<file path="config.mk">
export PLATFORM = sky130hd
export DESIGN_NAME = tat_throttle_ctrl
export DESIGN_NICKNAME = d
export VERILOG_FILES = /design/src/hw/tat_pkg.sv /design/src/hw/tat_throttle_ctrl.sv /design/src/hw/tat_core_gate.sv
export SDC_FILE = /design/constraint.sdc
export NUM_CORES = 1
export LEC_CHECK = 0
export BUFFER_PORTS_ARGS = -buffer_cell sky130_fd_sc_hd__buf_2
export CAP_MARGIN = 20
export CORE_MARGIN = 2
export CORE_UTILIZATION = 56
export CTS_CLUSTER_SIZE = 12
export DETAILED_ROUTE_END_ITERATION = 10
export PLACE_DENSITY = 0.86
export SLEW_MARGIN = 5
export SYNTH_ARGS = -nofsm -noshare
export SYNTH_HDL_FRONTEND = slang
export SYNTH_HIERARCHICAL = 1
export SYNTH_SLANG_ARGS = --single-unit
</file>
<file path="constraint.sdc">
create_clock -name sys_clk -period 4.8 [get_ports sys_clk]
set_clock_uncertainty 0.15 [all_clocks]
set_input_delay 0.24 -clock sys_clk [delete_from_list [all_inputs] [get_ports sys_clk]]
set_output_delay 0.24 -clock sys_clk [all_outputs]
set_load 0.02 [all_outputs]
</file>
<file path="src/hw/tat_pkg.sv">
// Shared constants and types for the thermal alarm and throttle control.
// Assumes a single 40 MHz system clock; all times derive from CLK_MHZ.
package tat_pkg;

  // ---------------------------------------------------------------
  // Clock and timing
  // ---------------------------------------------------------------
  localparam int CLK_MHZ = 40;
  localparam int QUICK_RESP_US = 1;
  localparam int QUICK_RESP_CYC = QUICK_RESP_US * CLK_MHZ;
  localparam int EXT_RESP_US = 100;
  localparam int EXT_RESP_CYC = EXT_RESP_US * CLK_MHZ;
  localparam int MOD_PERIOD_US = 32;
  localparam int MOD_PERIOD_CYC = MOD_PERIOD_US * CLK_MHZ;
  localparam int DUTY_SLOTS = 16;
  localparam int SLOT_CYC = MOD_PERIOD_CYC / DUTY_SLOTS;
  localparam logic [6:0] SLOT_LAST = 7'(SLOT_CYC - 1);
  localparam int CONSEC_WIN_US = 1000;
  localparam int CONSEC_WIN_CYC_DEF = CONSEC_WIN_US * CLK_MHZ;
  localparam int WIN_W = 16;

  // ---------------------------------------------------------------
  // Sizes, fields and fixed values
  // ---------------------------------------------------------------
  localparam int NUM_CORES = 4;
  localparam int RATIO_W = 8;
  localparam int CTRL_W = 5;
  localparam int MOD_EN_BIT = 4;
  localparam int MOD_DUTY_HI = 3;
  localparam int MOD_DUTY_LO = 1;
  localparam int MOD_FINE_BIT = 0;
  localparam logic [3:0] TCC_ON_SLOTS = 4'h4;
  localparam logic DUTY_FINE_CAP = 1'b1;
  localparam logic [1:0] ECHO_MASK = 2'h3;
  localparam logic [7:0] RATIO_STEP = 8'h01;

  typedef enum logic [1:0] {
    TAT_IN_ONLY,
    TAT_OUT_ONLY,
    TAT_BIDIR
  } tat_mode_e;

  typedef logic [CTRL_W-1:0] tat_ctrl_t;
  typedef logic [RATIO_W-1:0] tat_ratio_t;
  typedef logic [3:0] tat_slot_t;

endpackage

</file>
<file path="src/hw/tat_throttle_ctrl.sv">
// Package thermal alarm line, trip output, critical status and
// per-core clock modulation control.
// Assumes all control inputs except the alarm pin are on sys_clk.
`timescale 1ns/100ps
`default_nettype none
// Operation
// RQ1: Alarm line is input-only after reset
// RQ2: Output-only mode drives, never samples line
// RQ3: External alarm forces lowest performance state
// RQ4: External alarm never starts clock modulation
// RQ5: Lowest state held while line stays asserted
// RQ6: Optional interrupts on alarm assert and release
// RQ7: Own drive hides external alarm until release
// RQ8: External alarm response within 100 us
// RQ9: Consecutive alarms step maximum ratio down
// RQ10: Demotion only in input-only mode
// RQ11: Drive drops in deep idle, returns on wake
// RQ12: Catastrophic heat trips and shuts package down
// RQ13: Critical status plus sticky bit, optional interrupt
// RQ14: Circuit duty overrides software duty
// RQ15: Legacy I/O duty beats per-core duty
// RQ16: Per-core enable bit starts modulation immediately
// RQ17: Duty code field, 12.5 or 6.25 percent
// RQ18: Per-core control gates each core separately
// RQ19: Legacy I/O gates all cores together
// RQ20: Input-only response begins within 1 us
// RQ21: Circuit modulation 25 percent of 32 us
// RQ22: Consecutive means within window; one-step demotion
module tat_throttle_ctrl #(
  parameter int unsigned CONSEC_WIN_CYC = tat_pkg::CONSEC_WIN_CYC_DEF
) (
  // Clock and reset
  input wire logic sys_clk,
  input wire logic rst_n,
  // Configuration
  input wire tat_pkg::tat_mode_e mode_sel,
  input wire logic int_assert_en,
  input wire logic int_deassert_en,
  input wire logic crit_irq_en,
  // Thermal sensing
  input wire logic tcc_active,
  input wire logic tcc_mod_req,
  input wire logic temp_high,
  input wire logic cat_temp_reached,
  input wire logic pkg_deep_idle,
  input wire logic crit_sticky_clr,
  // Open-drain alarm line
  input wire logic alarm_line_n_in,
  output logic alarm_line_n_out,
  output logic alarm_line_n_oe,
  // Performance limits
  input wire tat_pkg::tat_ratio_t max_ratio_nominal,
  input wire tat_pkg::tat_ratio_t lowest_ratio,
  output logic force_lowest_perf,
  output tat_pkg::tat_ratio_t max_ratio_limit,
  // Events and status
  output logic alarm_assert_irq,
  output logic alarm_deassert_irq,
  output logic thermal_irq,
  output logic crit_status,
  output logic crit_sticky,
  output logic thermal_trip_n,
  output logic pkg_shutdown,
  // On-demand modulation
  input wire tat_pkg::tat_ctrl_t [tat_pkg::NUM_CORES-1:0] core_duty_ctrl,
  input wire logic io_mod_en,
  input wire logic [2:0] io_duty,
  output logic duty_fine_cap,
  output logic [tat_pkg::NUM_CORES-1:0] core_clk_run
);
  import tat_pkg::*;

  localparam int RESP_BOUND = QUICK_RESP_CYC;

  // ---------------------------------------------------------------
  // Functions
  // ---------------------------------------------------------------
  function automatic tat_ratio_t ratio_down(input tat_ratio_t cur,
                                            input tat_ratio_t floor_r);
    ratio_down = (cur > floor_r + RATIO_STEP) ? cur - RATIO_STEP : floor_r;
  endfunction

  function automatic tat_ratio_t ratio_up(input tat_ratio_t cur,
                                          input tat_ratio_t ceil_r);
    ratio_up = (cur + RATIO_STEP < ceil_r) ? cur + RATIO_STEP : ceil_r;
  endfunction

  // ---------------------------------------------------------------
  // Mode and alarm pin synchroniser
  // ---------------------------------------------------------------
  tat_mode_e mode_q;
  logic alarm_meta;
  logic alarm_sync_n;
  logic [1:0] mask_cnt;
  logic [WIN_W-1:0] win_cnt;
  logic [6:0] slot_cyc;
  tat_slot_t slot_idx;

  always_ff @(posedge sys_clk or negedge rst_n) begin
    if (!rst_n) begin
      mode_q <= TAT_IN_ONLY; // RQ1
      alarm_meta <= 1'b1;
      alarm_sync_n <= 1'b1;
    end else begin
      mode_q <= mode_sel;
      alarm_meta <= alarm_line_n_in;
      alarm_sync_n <= alarm_meta;
    end
  end

  wire logic in_only = (mode_q == TAT_IN_ONLY);
  wire logic can_drive = (mode_q != TAT_IN_ONLY); // RQ1
  // Deep idle removes power from the drive; it returns on wake if hot
  wire logic next_drive = tcc_active & ~pkg_deep_idle & can_drive; // RQ11
  // The synchroniser still shows our own low level for a few cycles
  // after release, so sampling waits until that echo has drained.
  wire logic ext_visible = (mode_q != TAT_OUT_ONLY) & // RQ2
                           ~alarm_line_n_oe & (mask_cnt == 2'h0); // RQ7
  wire logic ext_alarm = ext_visible & ~alarm_sync_n;
  wire logic ext_rise = ext_alarm & ~force_lowest_perf;
  wire logic ext_fall = ~ext_alarm & force_lowest_perf;
  wire logic win_open = (win_cnt != '0);
  wire logic win_last = (win_cnt == WIN_W'(1));
  wire tat_ratio_t cap_down = ratio_down(max_ratio_limit, lowest_ratio);
  wire tat_ratio_t cap_up = ratio_up(max_ratio_limit, max_ratio_nominal);
  wire logic crit_now = tcc_active & temp_high;
  wire logic slot_end = (slot_cyc == SLOT_LAST);
  wire logic tcc_mod_on = tcc_active & tcc_mod_req; // RQ4

  // ---------------------------------------------------------------
  // Alarm line drive
  // ---------------------------------------------------------------
  always_ff @(posedge sys_clk or negedge rst_n) begin
    if (!rst_n) begin
      alarm_line_n_out <= 1'b0;
      alarm_line_n_oe <= 1'b0;
      mask_cnt <= 2'h0;
    end else begin
      alarm_line_n_out <= 1'b0;
      alarm_line_n_oe <= next_drive; // RQ2 RQ11
      if (alarm_line_n_oe) begin
        mask_cnt <= ECHO_MASK;
      end else if (mask_cnt != 2'h0) begin
        mask_cnt <= mask_cnt - 2'h1;
      end
    end
  end

  // ---------------------------------------------------------------
  // External alarm response and edge interrupts
  // ---------------------------------------------------------------
  always_ff @(posedge sys_clk or negedge rst_n) begin
    if (!rst_n) begin
      force_lowest_perf <= 1'b0;
      alarm_assert_irq <= 1'b0;
      alarm_deassert_irq <= 1'b0;
    end else begin
      force_lowest_perf <= ext_alarm; // RQ3 RQ5 RQ8 RQ20
      alarm_assert_irq <= ext_rise & int_assert_en; // RQ6
      alarm_deassert_irq <= ext_fall & int_deassert_en; // RQ6
    end
  end

  // ---------------------------------------------------------------
  // Maximum ratio demotion
  // ---------------------------------------------------------------
  // Each recovery step below nominal reopens the window, so the ceiling climbs back
  // one step per quiet window and a fresh alarm then demotes again.
  always_ff @(posedge sys_clk or negedge rst_n) begin
    if (!rst_n) begin
      max_ratio_limit <= '0;
      win_cnt <= '0;
    end else if (!in_only) begin
      max_ratio_limit <= max_ratio_nominal; // RQ10
      win_cnt <= '0;
    end else if (ext_rise) begin
      if (win_open) begin
        max_ratio_limit <= cap_down; // RQ9 RQ22
      end
      win_cnt <= '0;
    end else if (ext_fall) begin
      win_cnt <= WIN_W'(CONSEC_WIN_CYC); // RQ22
    end else if (win_last) begin
      max_ratio_limit <= cap_up; // RQ9
      win_cnt <= (cap_up < max_ratio_nominal) ?
                 WIN_W'(CONSEC_WIN_CYC) : '0;
    end else if (win_open) begin
      win_cnt <= win_cnt - WIN_W'(1);
    end else if (!force_lowest_perf) begin
      max_ratio_limit <= max_ratio_nominal;
    end
  end

  // ---------------------------------------------------------------
  // Trip, critical status
  // ---------------------------------------------------------------
  always_ff @(posedge sys_clk or negedge rst_n) begin
    if (!rst_n) begin
      thermal_trip_n <= 1'b1;
      pkg_shutdown <= 1'b0;
      crit_status <= 1'b0;
      crit_sticky <= 1'b0;
      thermal_irq <= 1'b0;
      duty_fine_cap <= 1'b0;
    end else begin
      // Latched until reset: the package is not trusted to run on
      if (cat_temp_reached) begin
        thermal_trip_n <= 1'b0; // RQ12
        pkg_shutdown <= 1'b1; // RQ12
      end
      crit_status <= crit_now; // RQ13
      crit_sticky <= crit_now | (crit_sticky & ~crit_sticky_clr); // RQ13
      thermal_irq <= crit_now & ~crit_status & crit_irq_en; // RQ13
      duty_fine_cap <= DUTY_FINE_CAP; // RQ17
    end
  end

  // ---------------------------------------------------------------
  // Modulation period: 16 slots over 32 us
  // ---------------------------------------------------------------
  always_ff @(posedge sys_clk or negedge rst_n) begin
    if (!rst_n) begin
      slot_cyc <= 7'h00;
      slot_idx <= 4'h0;
    end else begin
      slot_cyc <= slot_end ? 7'h00 : slot_cyc + 7'h01; // RQ21
      if (slot_end) begin
        slot_idx <= slot_idx + 4'h1;
      end
    end
  end

  for (genvar c = 0; c < NUM_CORES; c++) begin : g_core
    tat_core_gate u_gate ( // RQ18 RQ19
      .sys_clk(sys_clk),
      .rst_n(rst_n),
      .slot_idx(slot_idx),
      .tcc_mod_on(tcc_mod_on),
      .io_mod_en(io_mod_en),
      .io_duty(io_duty),
      .core_ctrl(core_duty_ctrl[c]),
      .core_run(core_clk_run[c])
    );
  end
endmodule
`default_nettype wire

</file>
<file path="src/hw/tat_core_gate.sv">
// One core's clock gate for duty-cycle modulation.
// Assumes slot_idx steps through 16 equal slots of the modulation period.
`timescale 1ns/100ps
`default_nettype none
module tat_core_gate (
  // Clock and reset
  input wire logic sys_clk,
  input wire logic rst_n,
  // Modulation sources
  input wire tat_pkg::tat_slot_t slot_idx,
  input wire logic tcc_mod_on,
  input wire logic io_mod_en,
  input wire logic [2:0] io_duty,
  input wire tat_pkg::tat_ctrl_t core_ctrl,
  // Gate
  output logic core_run
);
  import tat_pkg::*;

  wire tat_slot_t core_code;
  wire tat_slot_t sel_code;
  wire logic modulating;
  wire logic next_run;

  // Fine step reuses the low bit; coarse step forces it to zero
  assign core_code = DUTY_FINE_CAP ?
    {core_ctrl[MOD_DUTY_HI:MOD_DUTY_LO], core_ctrl[MOD_FINE_BIT]} :
    {core_ctrl[MOD_DUTY_HI:MOD_DUTY_LO], 1'b0};
  // Circuit duty beats legacy I/O, which beats the per-core control
  assign sel_code = tcc_mod_on ? TCC_ON_SLOTS : // RQ14 RQ21
                    io_mod_en ? {io_duty, 1'b0} : // RQ15 RQ19
                    core_code; // RQ17 RQ18
  assign modulating = tcc_mod_on | io_mod_en | core_ctrl[MOD_EN_BIT]; // RQ16
  // A zero code is reserved; treat it as no gating
  assign next_run = !modulating || (sel_code == 4'h0) ||
                    (slot_idx < sel_code);

  always_ff @(posedge sys_clk or negedge rst_n) begin
    if (!rst_n) begin
      core_run <= 1'b1;
    end else begin
      core_run <= next_run;
    end
  end

endmodule
`default_nettype wire

</file>
; ---- Word-level counts from Yosys, hierarchy flattened
; Cells that the tools add are included.
[word_totals]
ff_bits = 55
out_inout_bits = 23
[classes]
addsub = 7
magnitude_cmp = 7
n_eq_ne = 8
muxes = 26
bitwise_logic = 27
reduce_logical = 23
[op_table]
columns = operator, count
row1 = $mux 16, 6
row2 = $mux 8, 9
row3 = $mux 4, 8
row4 = $add 8x1->8 const B, 2
row5 = $eq 16x1->1 const B, 1
row6 = $logic_not 4->1, 4
row7 = $lt 4x4->1, 4
row8 = $lt 8x8->1, 2
row9 = $reduce_bool 16->1, 1
row10 = $sub 16x1->16 const B, 1
row11 = $and 1x1->1, 14
row12 = $gt 8x8->1, 1
row13 = $logic_or 1x1->1, 8
row14 = $sub 8x1->8 const B, 1
row15 = $add 7x1->7 const B, 1
row16 = $eq 7x7->1 const B, 1
row17 = $mux 7, 1
row18 = $not 1->1, 7
row19 = $or 1x1->1, 6
row20 = $reduce_bool 2->1, 3
row21 = $ne 5x1->1 const B, 1
row22 = $add 4x1->4 const B, 1
row23 = $logic_not 1->1, 4
row24 = $logic_not 2->1, 2
row25 = 8 further kinds, 9

; ---- Logic depth before layout (Yosys ltp)
[logic_depth]
word_depth = 9
depth_mapped = 18
depth_no_buf = 16

; ---- Modules after synthesis
; Netlist, hierarchy kept.
[modules_own_cells]
columns = mod, n_inst, cells_per_inst, area_per_inst_um2, seq_area_each_um2
row1 = tat_throttle_ctrl, 1, 392, 3570.9, 1280.0
row2 = tat_core_gate, 4, 20, 187.7, 26.3

; ---- Worst setup path after synthesis
; OpenSTA, ideal clock, no wires.
[synth_path]
path_type = reg2reg
start = reg max_ratio_limit[2]
end = reg win_cnt[12]
setup_time_ns = 0.079
arrival_time_ns = 3.890
t_required_ns = 4.571
slack_ns = 0.681
stages_incl_launch_ff = 19
path_buffers = 2
cell_sequence = dfrtp_1 -> clkbuf_1 -> and3_1 -> nand3_1 -> xnor2_1 -> ha_1 -> and4_1 -> nand2_1 -> o211ai_1 -> clkbuf_1 -> nor2_1 -> a21oi_1 -> ha_1 -> a21o_1 -> a21oi_1 -> nor2_1 -> a2111oi_0 -> a31oi_1 -> a21oi_1
[synth_via]
elab_chain_cells = 9
[synth_lines]
columns = item, line_no
row1 = start: declaration, tat_throttle_ctrl.sv:55  ; output tat_pkg::tat_ratio_t max_ratio_limit,
row2 = start signal: assignment, tat_throttle_ctrl.sv:174  ; max_ratio_limit <= max_ratio_nominal;
row3 = start signal: assignment, tat_throttle_ctrl.sv:178  ; max_ratio_limit <= cap_down;
row4 = start signal: assignment, tat_throttle_ctrl.sv:184  ; max_ratio_limit <= cap_up;
row5 = $add 8x1->8 (*), tat_throttle_ctrl.sv:85  ; ratio_up = (cur + RATIO_STEP < ceil_r) ? cur + RATIO_STEP : ceil_r;
row6 = $lt 8x8->1, tat_throttle_ctrl.sv:85
row7 = $mux 8 (*), tat_throttle_ctrl.sv:85
row8 = $lt 8x8->1 (*), tat_throttle_ctrl.sv:185  ; win_cnt <= (cap_up < max_ratio_nominal) ?
row9 = $mux 16 (*), tat_throttle_ctrl.sv:185
row10 = $mux 16 (*), tat_throttle_ctrl.sv:183  ; end else if (win_last) begin
row11 = $mux 16 (*), tat_throttle_ctrl.sv:181  ; end else if (ext_fall) begin
row12 = $mux 16 (*), tat_throttle_ctrl.sv:176  ; end else if (ext_rise) begin
row13 = $mux 16 (*), tat_throttle_ctrl.sv:173  ; end else if (!in_only) begin
row14 = end signal: assignment, tat_throttle_ctrl.sv:182  ; win_cnt <= WIN_W'(CONSEC_WIN_CYC);
row15 = end signal: assignment, tat_throttle_ctrl.sv:185
row16 = end signal: assignment, tat_throttle_ctrl.sv:188  ; win_cnt <= win_cnt - WIN_W'(1);
row17 = end: declaration, tat_throttle_ctrl.sv:95  ; logic [WIN_W-1:0] win_cnt;
; Every way passes the cells marked *; elsewhere a longest branch is shown, timed or not.
; A chain may end at the register's enable or synchronous reset.

; ---- Worst setup path after layout
[layout_path]
start = reg max_ratio_limit[0]
end = reg win_cnt[12]
; Same word-level chain as after synthesis.

==> flow_metrics.tcl <==
set metrics [dict create \
    synth-async-reset-ratio 1.00 \
    fmax_mhz 230 \
    synth-compound-area-share 0.171 \
    syn_nets 568 \
    path_class "register to register" \
    required_ns 4.89 \
    clk_latency_ns 0.32 \
    hold_depth 2 \
    fin_tns_setup_ns 0 \
    track_usage 0.258 \
    critPathCaptureType "register" \
    wl_per_cell_um 15.8 \
    dieHeight_um 91.8 \
    numCtsBuffers 5 \
    gr-total-overflow 0 \
    ys.flop_type "dfrtp_1" \
    port-buffer-count 75 \
    antenna_cells 0 \
    finalWorstSetupSlack_ns 0.452 \
    grt_pass1_vias 3918 \
    status "finished clean" \
    hold_viol_final 0 \
    yosys_warnings 6 \
    fin_util 0.653 \
    hp-class "primary input to register" \
    fin_nets 652 \
    syn-cell-area_sq_um 4320 \
    synthSimpleGateAreaFrac 0.243 \
    first_pass_iters 6 \
    wirelength_mm 10.4 \
    cp-start-kind "register" \
    fin_crit_ns 4.35 \
    r2r_cells 14 \
    cts_resized 0 \
    place_ws_ns 0.585 \
    timing.critical_path.mode_cell "ha_1" \
    syn_avg_cell_area_sq_um 9.16 \
    cts_setup_buffers 0 \
    ios 77 \
    synth_top_cell_by_area "dfrtp_1" \
    drv_slew 0 \
    drt-initial-drc-count 322 \
    place_hpwl_mm 8.07 \
    die_area_sq_um 8440 \
    antenna_found_initial 0 \
    cap_violations 0 \
    initial_utilization 0.568 \
    crit_buf_inv 0 \
    tritoncts "done" \
    rsz0062_at_grt "no" \
    finalPower_mw 2.59 \
    synth_common_cells "dfrtp_1, nor2_1, ha_1" \
    crit_path_max_fanout 14 \
    postRouteAntennaNets 0 \
    synth_top_family_by_area "simple AND/OR/NAND/NOR gates" \
    clk_pin_slew_worst_paths_ns 0.10 \
    synth_xor_area_frac 0.0770 \
    clockBufferDepth 2 \
    path_delay_family "compound AO/OA/AOI/OAI gates" \
    path_cells "ha_1 -> nand3_1 -> xnor2_1 -> ha_1 -> and4_1 -> nand2_1 -> o211ai_1 -> mux2_2 -> ha_1 -> a21oi_1 -> nor2b_1 -> a2111oi_0 -> a31oi_1 -> a21oi_1" \
    num_rows 32 \
    drc 0 \
    cp.arrival_ns 4.44 \
    synth_cell_types 59 \
    clock_sinks 55 \
    power_density_nw_per_um2 522 \
    setup_violations 0 \
    core-area_sq_um 7610 \
    finalCritPeriodShare 0.906 \
    cp_slowest_cell "dfrtp_1" \
    synth_top_area_share 0.278 \
    yosysMostFrequentCell "dfrtp_1" \
    gp_congestion 0.897 \
    muxShareOfSynthArea 0.0365 \
    worst_slew_pin_slew_ns 0.817 \
    synth-seq-area-share 0.320 \
    cpPeakStageDelay_ns 0.60 \
    vias_per_cell 5.92 \
    fillers 636 \
    grt_pass1_wl_mm 17.9 \
    htreeDepth 2 \
    cts-root-buf "clkbuf_8" \
    synthAdderAreaFrac 0.122 \
    worst-path-stages 14 \
    power_leakage_nw 2.39 \
    synth_area_leaders "dfrtp_1, ha_1, xor2_1, dfstp_2, nor2_1" \
    maxSlewHeadroom 0.454 \
    ir_worst_vdd_mv 0.223 \
    synth_cells 472 \
    synth-seq-cells 55 \
    area_growth_pct 14.9 \
    vias 3904 \
    die_x_um 91.8 \
    drive_gt1_frac 0.233 \
    grt_max_degree 56 \
    synth_edf_count 0 \
]
-- power breakdown --
part | leakage (nW) | switching (mW) | internal (mW)
Clock | 0.0418 | 0.157 | 0.105
Sequential | 0.684 | 0.174 | 0.565
Combinational | 1.66 | 0.922 | 0.670
Total | 2.39 | 1.25 | 1.34
-- what timing repair did --
item                                   CTS  global route
endpoints found under the hold margin   56             0
setup endpoints to repair                0             0
hold buffers                             8             0
-- registers in the layout (all words and copies together), names as in the netlist, 2 cells and up --
name	cells
slot_cyc	7
mask_cnt	2
win_cnt	16
max_ratio_limit	8
g_core.u_gate/core_run	4
mode_q	2
slot_idx	4
-- metal layers --
metal,GRT usage,vias to the layer above,part of all wire
met5,0,-,0
met4,0.109,0,0.025
met3,0.0337,27,0.048
met2,0.441,157,0.49
met1,0.330,1829,0.44
li1,-,1891,-
-- path summary, 6_finish.rpt --
kind | startpoint | to | slack (ns)
worst min-delay path | int_deassert_en | alarm_deassert_irq | 0.01
min in group asynchronous | rst_n | win_cnt[1] | 0.43
worst min register to register | alarm_meta | alarm_sync_n | 0.21
worst max register to register | max_ratio_limit[0] | win_cnt[12] | 0.45
worst max-delay path | max_ratio_limit[0] | win_cnt[12] | 0.45
max in group asynchronous | rst_n | win_cnt[15] | 3.62
-- cell type report --
cell class / instances / area [sq um] / area share
Multi-Input combinational cell: 389 / 2820 / 0.567
Sequential cell: 55 / 1390 / 0.279
Timing Repair Buffer: 86 / 478 / 0.0962
Tap cell: 102 / 128 / 0.0257
Clock buffer: 6 / 72.6 / 0.0146
Inverter: 19 / 71.3 / 0.0144
Clock inverter: 2 / 16.3 / 0.00327
-- stage by stage --
step	hold slack, ns	area [sq um]	instances
2_1_floorplan	-0.206	4320	472
3_3_place_gp	0.198	4800	643
3_5_place_dp	0.200	4800	643
4_1_cts	0.00811	4970	659
5_1_grt	0.0191	4970	659
6_report	0.0107	4970	659
-- layout by cell type, fill, tap and decap left out, drive strengths merged, types with 5 or more instances in the layout --
master	count
a211oi	7
o21ai	13
nand2	39
and3	7
and2	5
a31oi	11
xor2	26
ha	42
mux2	6
nor3b	7
a21o	7
buf	78
nor2b	10
nor4	9
clkbuf	6
dlygate4sd3	8
xnor2	12
nor4b	6
a21oi	27
or2	16
nor2	43
mux2i	9
nor3	9
dfstp	7
nand4	7
inv	20
o211ai	13
nand3	14
dfrtp	48
o311ai	5
-- kinds of logic (layout without fill, tap and decap cells) --
family	after synthesis	after routing
and+or+nand+nor	188	188
xor gates and xnor gates	38	38
muxes	15	15
adders and majority gates	42	42
other	2	2
AOI/OAI and AO/OA	104	104
buffers and inverters	28	113
DFF	55	55
No activity file was read; power rests on OpenSTA's default activity.
